## src/tms_pkg.sv

```systemverilog
// package: modes and timing constants for tx start-up
package tms_pkg;
  // device operating modes
  typedef enum logic [1:0] {
    TMS_MODE_DOWN,
    TMS_MODE_IDLE,
    TMS_MODE_UP
  } tms_mode_t;

  // clock and timing figures
  localparam int TMS_CLK_MHZ = 40;
  localparam int TMS_CLK_DIV = 8;
  localparam int TMS_DIV_W = 3;
  localparam int TMS_LOCK_US = 250;
  localparam int TMS_LOCK_CYC = TMS_LOCK_US * TMS_CLK_MHZ;
  localparam int TMS_XTAL_US = 600;
  localparam int TMS_XTAL_CYC = TMS_XTAL_US * TMS_CLK_MHZ;
  localparam int TMS_CNT_W = 16;
  localparam logic [TMS_DIV_W-1:0] TMS_DIV_RST = 3'h0;
  localparam logic [TMS_CNT_W-1:0] TMS_CNT_RST = 16'h0000;
endpackage

```

## src/tms_if.sv

```systemverilog
// interface: control pins between controller and transmitter
`timescale 1ns/1ps
interface tms_if;
  logic pa_keying;
  logic freq_shift;
  logic enable_drv; // enable driven level
  logic enable_oe; // high while controller drives enable
  logic clk_out;
  modport dev (input pa_keying, freq_shift, enable_drv, enable_oe,
    output clk_out);
  modport ctl (output pa_keying, freq_shift, enable_drv, enable_oe,
    input clk_out);
endinterface

```

## src/tms_div.sv

```systemverilog
// clock divider: divides crystal-rate enable by eight, aligned start
`timescale 1ns/1ps
module tms_div
  import tms_pkg::*;
#(
  parameter int DIV = TMS_CLK_DIV
) (
  // clock and reset
  input wire logic clk_in,
  input wire logic nrst_in,
  // control
  input wire logic run_in,
  // output
  output logic level_out,
  output logic wrap_out
);
  import tms_pkg::*;
  typedef struct packed {
    logic [TMS_DIV_W-1:0] cnt;
    logic lvl;
  } tms_div_st_t;
  tms_div_st_t st_reg, st_next;

  // count phase, output high for first half period
  always_comb begin
    st_next = st_reg;
    if (!run_in) begin
      st_next.cnt = TMS_DIV_RST;
      st_next.lvl = 1'b0;
    end else begin
      st_next.cnt = st_reg.cnt + 3'h1;
      st_next.lvl = (st_next.cnt < TMS_DIV_W'(DIV / 2));
    end
  end

  always_ff @(posedge clk_in or negedge nrst_in) begin
    if (!nrst_in) begin
      st_reg <= '0;
    end else begin
      st_reg <= st_next;
    end
  end

  assign level_out = st_reg.lvl;
  assign wrap_out = (st_reg.cnt == TMS_DIV_W'(DIV - 1));
endmodule

```

## src/tms_dev.sv

```systemverilog
// device end: mode decode, pa and switch control, clock gating, lock
//
// Function
// RULE1: all low, enable low/open: power-down
// RULE2: open enable equals keying OR shift
// RULE3: enable low with input high: idle
// RULE4: shift high, keying low: osc/loop, pa off
// RULE5: clock held low until amplitude reached
// RULE6: clock gated on at period boundary
// RULE7: lock within 250 us of clock start
// RULE8: keying high turns amplifier on
// RULE9: shift low closes switch, high opens
// RULE10: controller holds shift high during start
// RULE11: enable high, inputs low: up, switch closed
// RULE12: keying high, shift low: pa on, closed
// RULE13: idle keeps switch open
// RULE14: power-down keeps switch open
// RULE15: controller waits clock then lock before keying
// RULE16: controller drops keying before shift
// RULE17: shift low lower, high higher frequency
// RULE18: fsk end keeps shift high until idle
// RULE19: driven enable: up high, down low
// RULE20: clock is crystal/8, low in power-down
// RULE21: amplitude input, lock modelled by counter
`timescale 1ns/1ps
module tms_dev
  import tms_pkg::*;
#(
  parameter int LOCK_CYC = TMS_LOCK_CYC
) (
  // clock and reset
  input wire logic clk_in,
  input wire logic nrst_in,
  // pin side
  tms_if.dev pins,
  // analog status
  input wire logic amp_ok_in,
  // device state
  output tms_pkg::tms_mode_t mode_out,
  output logic osc_on_out,
  output logic pa_on_out,
  output logic switch_closed_out,
  output logic freq_high_out,
  output logic clk_active_out,
  output logic ready_out
);
  import tms_pkg::*;

  // whole device state: pin synchronisers, mode, gating and lock
  typedef struct packed {
    // first and second stage of each pin synchroniser
    logic ka;
    logic kb;
    logic fa;
    logic fb;
    logic ea;
    logic eb;
    logic oa;
    logic ob;
    logic aa;
    logic ab;
    // decoded mode and clock driver state
    tms_mode_t mode;
    logic clk_act;
    // lock timer, counts from clock driver start
    logic [TMS_CNT_W-1:0] lock_cnt;
    logic rdy;
    // amplifier, switch and frequency levels
    logic pa;
    logic sw_closed;
    logic fhi;
  } tms_dev_st_t;
  tms_dev_st_t st_reg, st_next;

  // synchronised pin levels
  logic keying;
  logic shift;
  logic en_lvl;
  logic en_oe;
  logic amp_ok;
  // internal enable and divider taps
  logic en_int;
  logic div_run;
  logic div_lvl;
  logic div_wrap;

  // second synchroniser stage feeds logic; the first stage is never
  // read, so a metastable sample cannot reach the decode
  assign keying = st_reg.kb;
  assign shift = st_reg.fb;
  assign en_lvl = st_reg.eb;
  assign en_oe = st_reg.ob;
  assign amp_ok = st_reg.ab;

  // RULE2: open enable follows inputs
  // an undriven enable pin reads as the OR of the other two
  assign en_int = en_oe ? en_lvl : (keying | shift);

  // divider runs only in power-up, so it restarts from zero each time
  assign div_run = (st_reg.mode == TMS_MODE_UP);

  tms_div u_div (
    .clk_in(clk_in),
    .nrst_in(nrst_in),
    .run_in(div_run),
    .level_out(div_lvl),
    .wrap_out(div_wrap)
  );

  ////////////////////////////////////////////////////////////////////////
  // next state
  always_comb begin
    st_next = st_reg;
    // two-stage synchronisers on pins
    st_next.ka = pins.pa_keying;
    st_next.kb = st_reg.ka;
    st_next.fa = pins.freq_shift;
    st_next.fb = st_reg.fa;
    st_next.ea = pins.enable_drv;
    st_next.eb = st_reg.ea;
    st_next.oa = pins.enable_oe;
    st_next.ob = st_reg.oa;
    // RULE21: amplitude level enters like a pin
    st_next.aa = amp_ok_in;
    st_next.ab = st_reg.aa;
    // mode decode: down, idle or up from synchronised pins
    // RULE1: power-down decode
    if (!keying && !shift && !en_int) begin
      st_next.mode = TMS_MODE_DOWN;
    // RULE3: idle when enable forced low
    end else if (!en_int) begin
      st_next.mode = TMS_MODE_IDLE;
    end else begin
      st_next.mode = TMS_MODE_UP;
    end

    // per-mode outputs; any mode but power-up forces safe levels
    case (st_reg.mode)
      TMS_MODE_UP: begin
        // RULE8: amplifier follows keying
        st_next.pa = keying;
        // RULE9: switch follows shift level
        st_next.sw_closed = !shift;
        // RULE17: frequency follows shift
        st_next.fhi = shift;
        // RULE6: gate on at period boundary
        // gating on the wrap keeps the first high half whole
        if (!st_reg.clk_act && amp_ok && div_wrap) begin
          st_next.clk_act = 1'b1;
        end
        // RULE21: lock timer as counter
        // counter stops at ready, so it never wraps back to zero
        // RULE7: count lock time after clock start
        if (st_reg.clk_act && !st_reg.rdy) begin
          if (st_reg.lock_cnt >= TMS_CNT_W'(LOCK_CYC - 1)) begin
            st_next.rdy = 1'b1;
          end else begin
            st_next.lock_cnt = st_reg.lock_cnt + 16'h0001;
          end
        end
      end
      default: begin
        // RULE13: idle opens switch
        // RULE14: power-down opens switch
        st_next.pa = 1'b0;
        st_next.sw_closed = 1'b0;
        st_next.fhi = 1'b0;
        st_next.clk_act = 1'b0;
        st_next.rdy = 1'b0;
        st_next.lock_cnt = TMS_CNT_RST;
      end
    endcase
    // leaving power-up drops everything at once, so no output
    // outlives the mode by a cycle
    if (st_next.mode != TMS_MODE_UP) begin
      st_next.fhi = 1'b0;
      st_next.pa = 1'b0;
      st_next.sw_closed = 1'b0;
      st_next.clk_act = 1'b0;
      st_next.rdy = 1'b0;
      st_next.lock_cnt = TMS_CNT_RST;
    end
  end

  // state register
  always_ff @(posedge clk_in or negedge nrst_in) begin
    if (!nrst_in) begin
      st_reg <= '0;
    end else begin
      st_reg <= st_next;
    end
  end

  ////////////////////////////////////////////////////////////////////////
  // outputs
  // RULE4: osc and loop run in power-up
  // RULE11: power-up, switch closed when shift low
  // RULE12: amplifier on with switch closed
  assign osc_on_out = (st_reg.mode == TMS_MODE_UP);
  assign mode_out = st_reg.mode;
  assign pa_on_out = st_reg.pa;
  assign switch_closed_out = st_reg.sw_closed;
  assign freq_high_out = st_reg.fhi;
  assign clk_active_out = st_reg.clk_act;
  assign ready_out = st_reg.rdy;
  // pin clock: gate and divider level are both registered
  // RULE5: clock low until driver active
  // RULE20: divided clock, low in power-down
  assign pins.clk_out = st_reg.clk_act & div_lvl;
endmodule

```

## src/flat_wrapper.sv

```systemverilog
// flat-port wrapper written by rule: the top's interface ports become plain ports
module tms_dev_flat import tms_pkg::*;
#(
  parameter int LOCK_CYC = TMS_LOCK_CYC
)
  (clk_in, nrst_in, amp_ok_in, mode_out, osc_on_out, pa_on_out, switch_closed_out, freq_high_out, clk_active_out, ready_out, pins_pa_keying, pins_freq_shift, pins_enable_drv, pins_enable_oe, pins_clk_out);
  tms_if pins_i ();
  input wire logic clk_in;
  input wire logic nrst_in;
  input wire logic amp_ok_in;
  output tms_pkg::tms_mode_t mode_out;
  output logic osc_on_out;
  output logic pa_on_out;
  output logic switch_closed_out;
  output logic freq_high_out;
  output logic clk_active_out;
  output logic ready_out;
  input wire logic [$bits(pins_i.pa_keying)-1:0] pins_pa_keying;
  input wire logic [$bits(pins_i.freq_shift)-1:0] pins_freq_shift;
  input wire logic [$bits(pins_i.enable_drv)-1:0] pins_enable_drv;
  input wire logic [$bits(pins_i.enable_oe)-1:0] pins_enable_oe;
  output wire logic [$bits(pins_i.clk_out)-1:0] pins_clk_out;
  assign pins_i.pa_keying = pins_pa_keying;
  assign pins_i.freq_shift = pins_freq_shift;
  assign pins_i.enable_drv = pins_enable_drv;
  assign pins_i.enable_oe = pins_enable_oe;
  assign pins_clk_out = pins_i.clk_out;
  tms_dev #(.LOCK_CYC(LOCK_CYC)) u_core (.clk_in(clk_in), .nrst_in(nrst_in), .pins(pins_i), .amp_ok_in(amp_ok_in), .mode_out(mode_out), .osc_on_out(osc_on_out), .pa_on_out(pa_on_out), .switch_closed_out(switch_closed_out), .freq_high_out(freq_high_out), .clk_active_out(clk_active_out), .ready_out(ready_out));
endmodule
```

## config.mk

```make
export PLATFORM = sky130hd
export DESIGN_NAME = tms_dev_flat
export DESIGN_NICKNAME = d
export VERILOG_FILES = /design/src/tms_pkg.sv /design/src/tms_if.sv /design/src/tms_div.sv /design/src/tms_dev.sv /design/src/flat_wrapper.sv
export SDC_FILE = /design/constraint.sdc
export NUM_CORES = 1
export LEC_CHECK = 0
export ABC_AREA = 1
export BUFFER_PORTS_ARGS = -buffer_cell sky130_fd_sc_hd__buf_2
export CAP_MARGIN = 20
export CORE_AREA = 2 2 55 68
export DETAILED_ROUTE_END_ITERATION = 10
export DIE_AREA = 0 0 57 70
export PLACE_DENSITY_LB_ADDON = 0.25
export REMOVE_ABC_BUFFERS = 1
export SYNTH_ARGS = -nofsm -noshare
export SYNTH_HDL_FRONTEND = slang
export SYNTH_SLANG_ARGS = --single-unit
export TNS_END_PERCENT = 1
```

## constraint.sdc

```tcl
create_clock -name clk_in -period 1.6 [get_ports clk_in]
set_input_delay 0.24 -clock clk_in [delete_from_list [all_inputs] [get_ports clk_in]]
set_output_delay 0.24 -clock clk_in [all_outputs]
set_load 0.005 [all_outputs]
```

==> run metrics <==
ratio of final minimum period to clock period=94.7%; crit path capture type=flip-flop; Final Max Tran Viols=0; pin count of the biggest net entering global routing=38; Final min period=1520 ps; H-tree levels=2; P_leak=1.08 nW; Peak Freq=660 MHz; Slew headroom=69.1%; Fin Hold WS=45.4 ps; Post-layout nets=257; clock skew=8.56 ps; max-cap violation count=0; CP Launch Type=flip-flop; clock network fraction of design power=45.6%; clk buf depth=2; ANT cells=0; non-filler cells, final=287; Die ar.=3990 um^2; Std-Cell Rows=24; DRC viols=0; CP delay by family, top=simple AND/OR/NAND/NOR gates; CP max stage cell=dfrtp_1; area of the mapped netlist=1780 um^2; Setup Crit Path Kind=flip-flop to flip-flop; worst skew pair latency=300 ps; max reg flops=16; post-synthesis sequential area ratio=52.1%; initial antenna violation count=0; DR vias=1427; clock root buffer=clkbuf_8; Sw Share=22.4%; I/O pins=16; HPWL Detailed=2430 um; crit path cell chain=ha_1 > nand3_1 > nand3_2 > nand2_4 > nand3_4 > nand2_8 > buf_4 > nand2_1 > nand2_1; Syn Area/Cell=8.23 um^2; DIE WIDTH=57 um; Tot GR Track Use=19.4%; vias in the first global route=1307; CP max FO=10; sequential power share=46.3%; clock-pin slew on the worst setup and hold paths=80 ps; Final Setup Violations=0; Power per Cell Area=1010 nW/um^2; Int Pwr=1.67 mW; total CTS buffers=5; DRT antenna net count=0; share of cells above drive strength 1=22.2%; CTS tree=done; Synth Flop Type=dfrtp_1; worst slew pin tran=463 ps; area grow syn2layout=20.1%; CP Buf/Inv Count=1; Initial Utilization=51.9%; WL per Instance=12.1 um; Fillers=308; global route total overflow=0; Seq cells post-synth=37; logic gate share of total power=8.1%; ys async rst share=100%; first-pass GRT wire length=5870 um; Syn Inst Count=216; Die H=70 um; Post-Place Cells=277; Pre-antenna DRT Iters=4; slowest stage delay, CP=410 ps; Hold Fails Final Rpt=0; Final GP Congestion=0.808; final WL=3470 um; P_sw=482 uW; Peak VDD IR=0.00110 V; Core Region=3420 um^2; Unique masters post-synth=27; Worst EP required=1830 ps; outcome=finished, final reports clean; warnings from Yosys=0; cell mode on critical path=nand2_1; port buffer count=15; Worst Hold Class=input port to flip-flop; clk sinks=37; Data arrival, critical path=1740 ps; number of synthesized flops with an enable pin=0; via/cell ratio=4.97; starting DRC count in detailed routing=82
synthesized netlist by cell type (2+ instances only):
cell | count | share of area [%]
nand3_1 | 20 | 5.6
dfrtp_1 | 37 | 52
o21ai_2 | 2 | 0.99
ha_1 | 3 | 2.1
buf_4 | 2 | 0.84
nand2_1 | 52 | 11
o21ai_0 | 4 | 1.1
a21oi_1 | 5 | 1.4
nand4_1 | 4 | 1.4
nand2_4 | 2 | 1.3
inv_1 | 25 | 5.3
nor2_2 | 2 | 0.70
nand2_2 | 6 | 2.1
nor2_1 | 38 | 8.0
buf_2 | 2 | 0.56
per-layer routing:
layer | GRT usage (%) | vias up | wire (um)
li1 | - | 737 | -
met1 | 24.2 | 657 | 1480
met2 | 31.0 | 26 | 1760
met3 | 5.37 | 7 | 161
met4 | 8.53 | 0 | 70
met5 | 0 | - | 0
logic make-up (layout without fill, tap and decap cells):
kind of cell             Yosys count  after routing  synth area share (%)
AND/OR/NAND/NOR                  130            130                  33.4
flip-flops                        37             37                  52.1
buffers and inverters             32             64                  7.74
AO/OA/AOI/OAI                     14             14                  4.64
adder cells (fa/ha/maj)            3              3                  2.11
worst paths after layout:
check                                     end                from  cells after the start  slack [ps]
setup reg to reg            u_core.st_reg[16]    u_core.st_reg[4]                      9          80
hold / removal             u_core.st_next[25]      pins_enable_oe                      1          50
max in group asynchronous  u_core.st_next[23]             nrst_in                      3         760
hold reg to reg                 u_core.amp_ok  u_core.st_next[23]                      0         350
setup / recovery            u_core.st_reg[16]    u_core.st_reg[4]                      9          80
min in group asynchronous    u_core.st_reg[8]             nrst_in                      3         510
metrics by stage:
step | area [um^2] | util [%] | power, mW | setup TNS (ps) | setup slack, ps
3_5_place_dp | 1960 | 57.1 | 1.18 | 0 | 54.8
3_3_place_gp | 1960 | 57.1 | 1.17 | 0 | 105
6_report | 2130 | 62.4 | 2.15 | 0 | 84.4
5_1_grt | 2130 | 62.4 | 2.25 | -48.3 | -12.5
4_1_cts | 2100 | 61.4 | 2.17 | 0 | 39.3
2_1_floorplan | 1740 | - | 1.09 | -418 | -62.7
timing repair:
item                                   CTS  global route
setup endpoints to repair                0            11
resized for setup                        0             5
setup buffers                            0             1
hold buffers                             1             0
endpoints found under the hold margin   28             0
cells in the final DEF (no fill, tap or decap), drive strengths merged:
cell type    count
o21a             1
o21ai            7
nand4            4
nor3b            1
ha               3
nor2            41
bufinv           2
inv             27
a21o             1
dlygate4sd3      1
a21oi            5
nand3b           1
dfrtp           37
nand3           22
buf             28
clkinv           1
clkbuf           5
nor3             1
nand2           60
layout make-up:
| class | instances | area [um^2] | area share [%] |
|---|---|---|---|
| Clock buffer | 5 | 68.8 | 3.22 |
| Clock inverter | 3 | 68.8 | 3.22 |
| Inverter | 27 | 101 | 4.75 |
| Multi-Input combinational cell | 147 | 738 | 34.6 |
| Sequential cell | 37 | 926 | 43.4 |
| Tap cell | 39 | 48.8 | 2.29 |
| Timing Repair Buffer | 29 | 183 | 8.56 |
power groups by stage:
| stage | combinational (mW) | clock, mW | sequential [mW] |
|---|---|---|---|
| global placement | 0.162 | 0 | 1.01 |
| CTS | 0.169 | 1.00 | 0.997 |
| detailed placement | 0.166 | 0 | 1.01 |
| finish | 0.175 | 0.980 | 0.996 |
| global route | 0.204 | 1.05 | 1.00 |
| floorplan | 0.0819 | 0 | 1.01 |
Power figures use the tool's default switching activity.
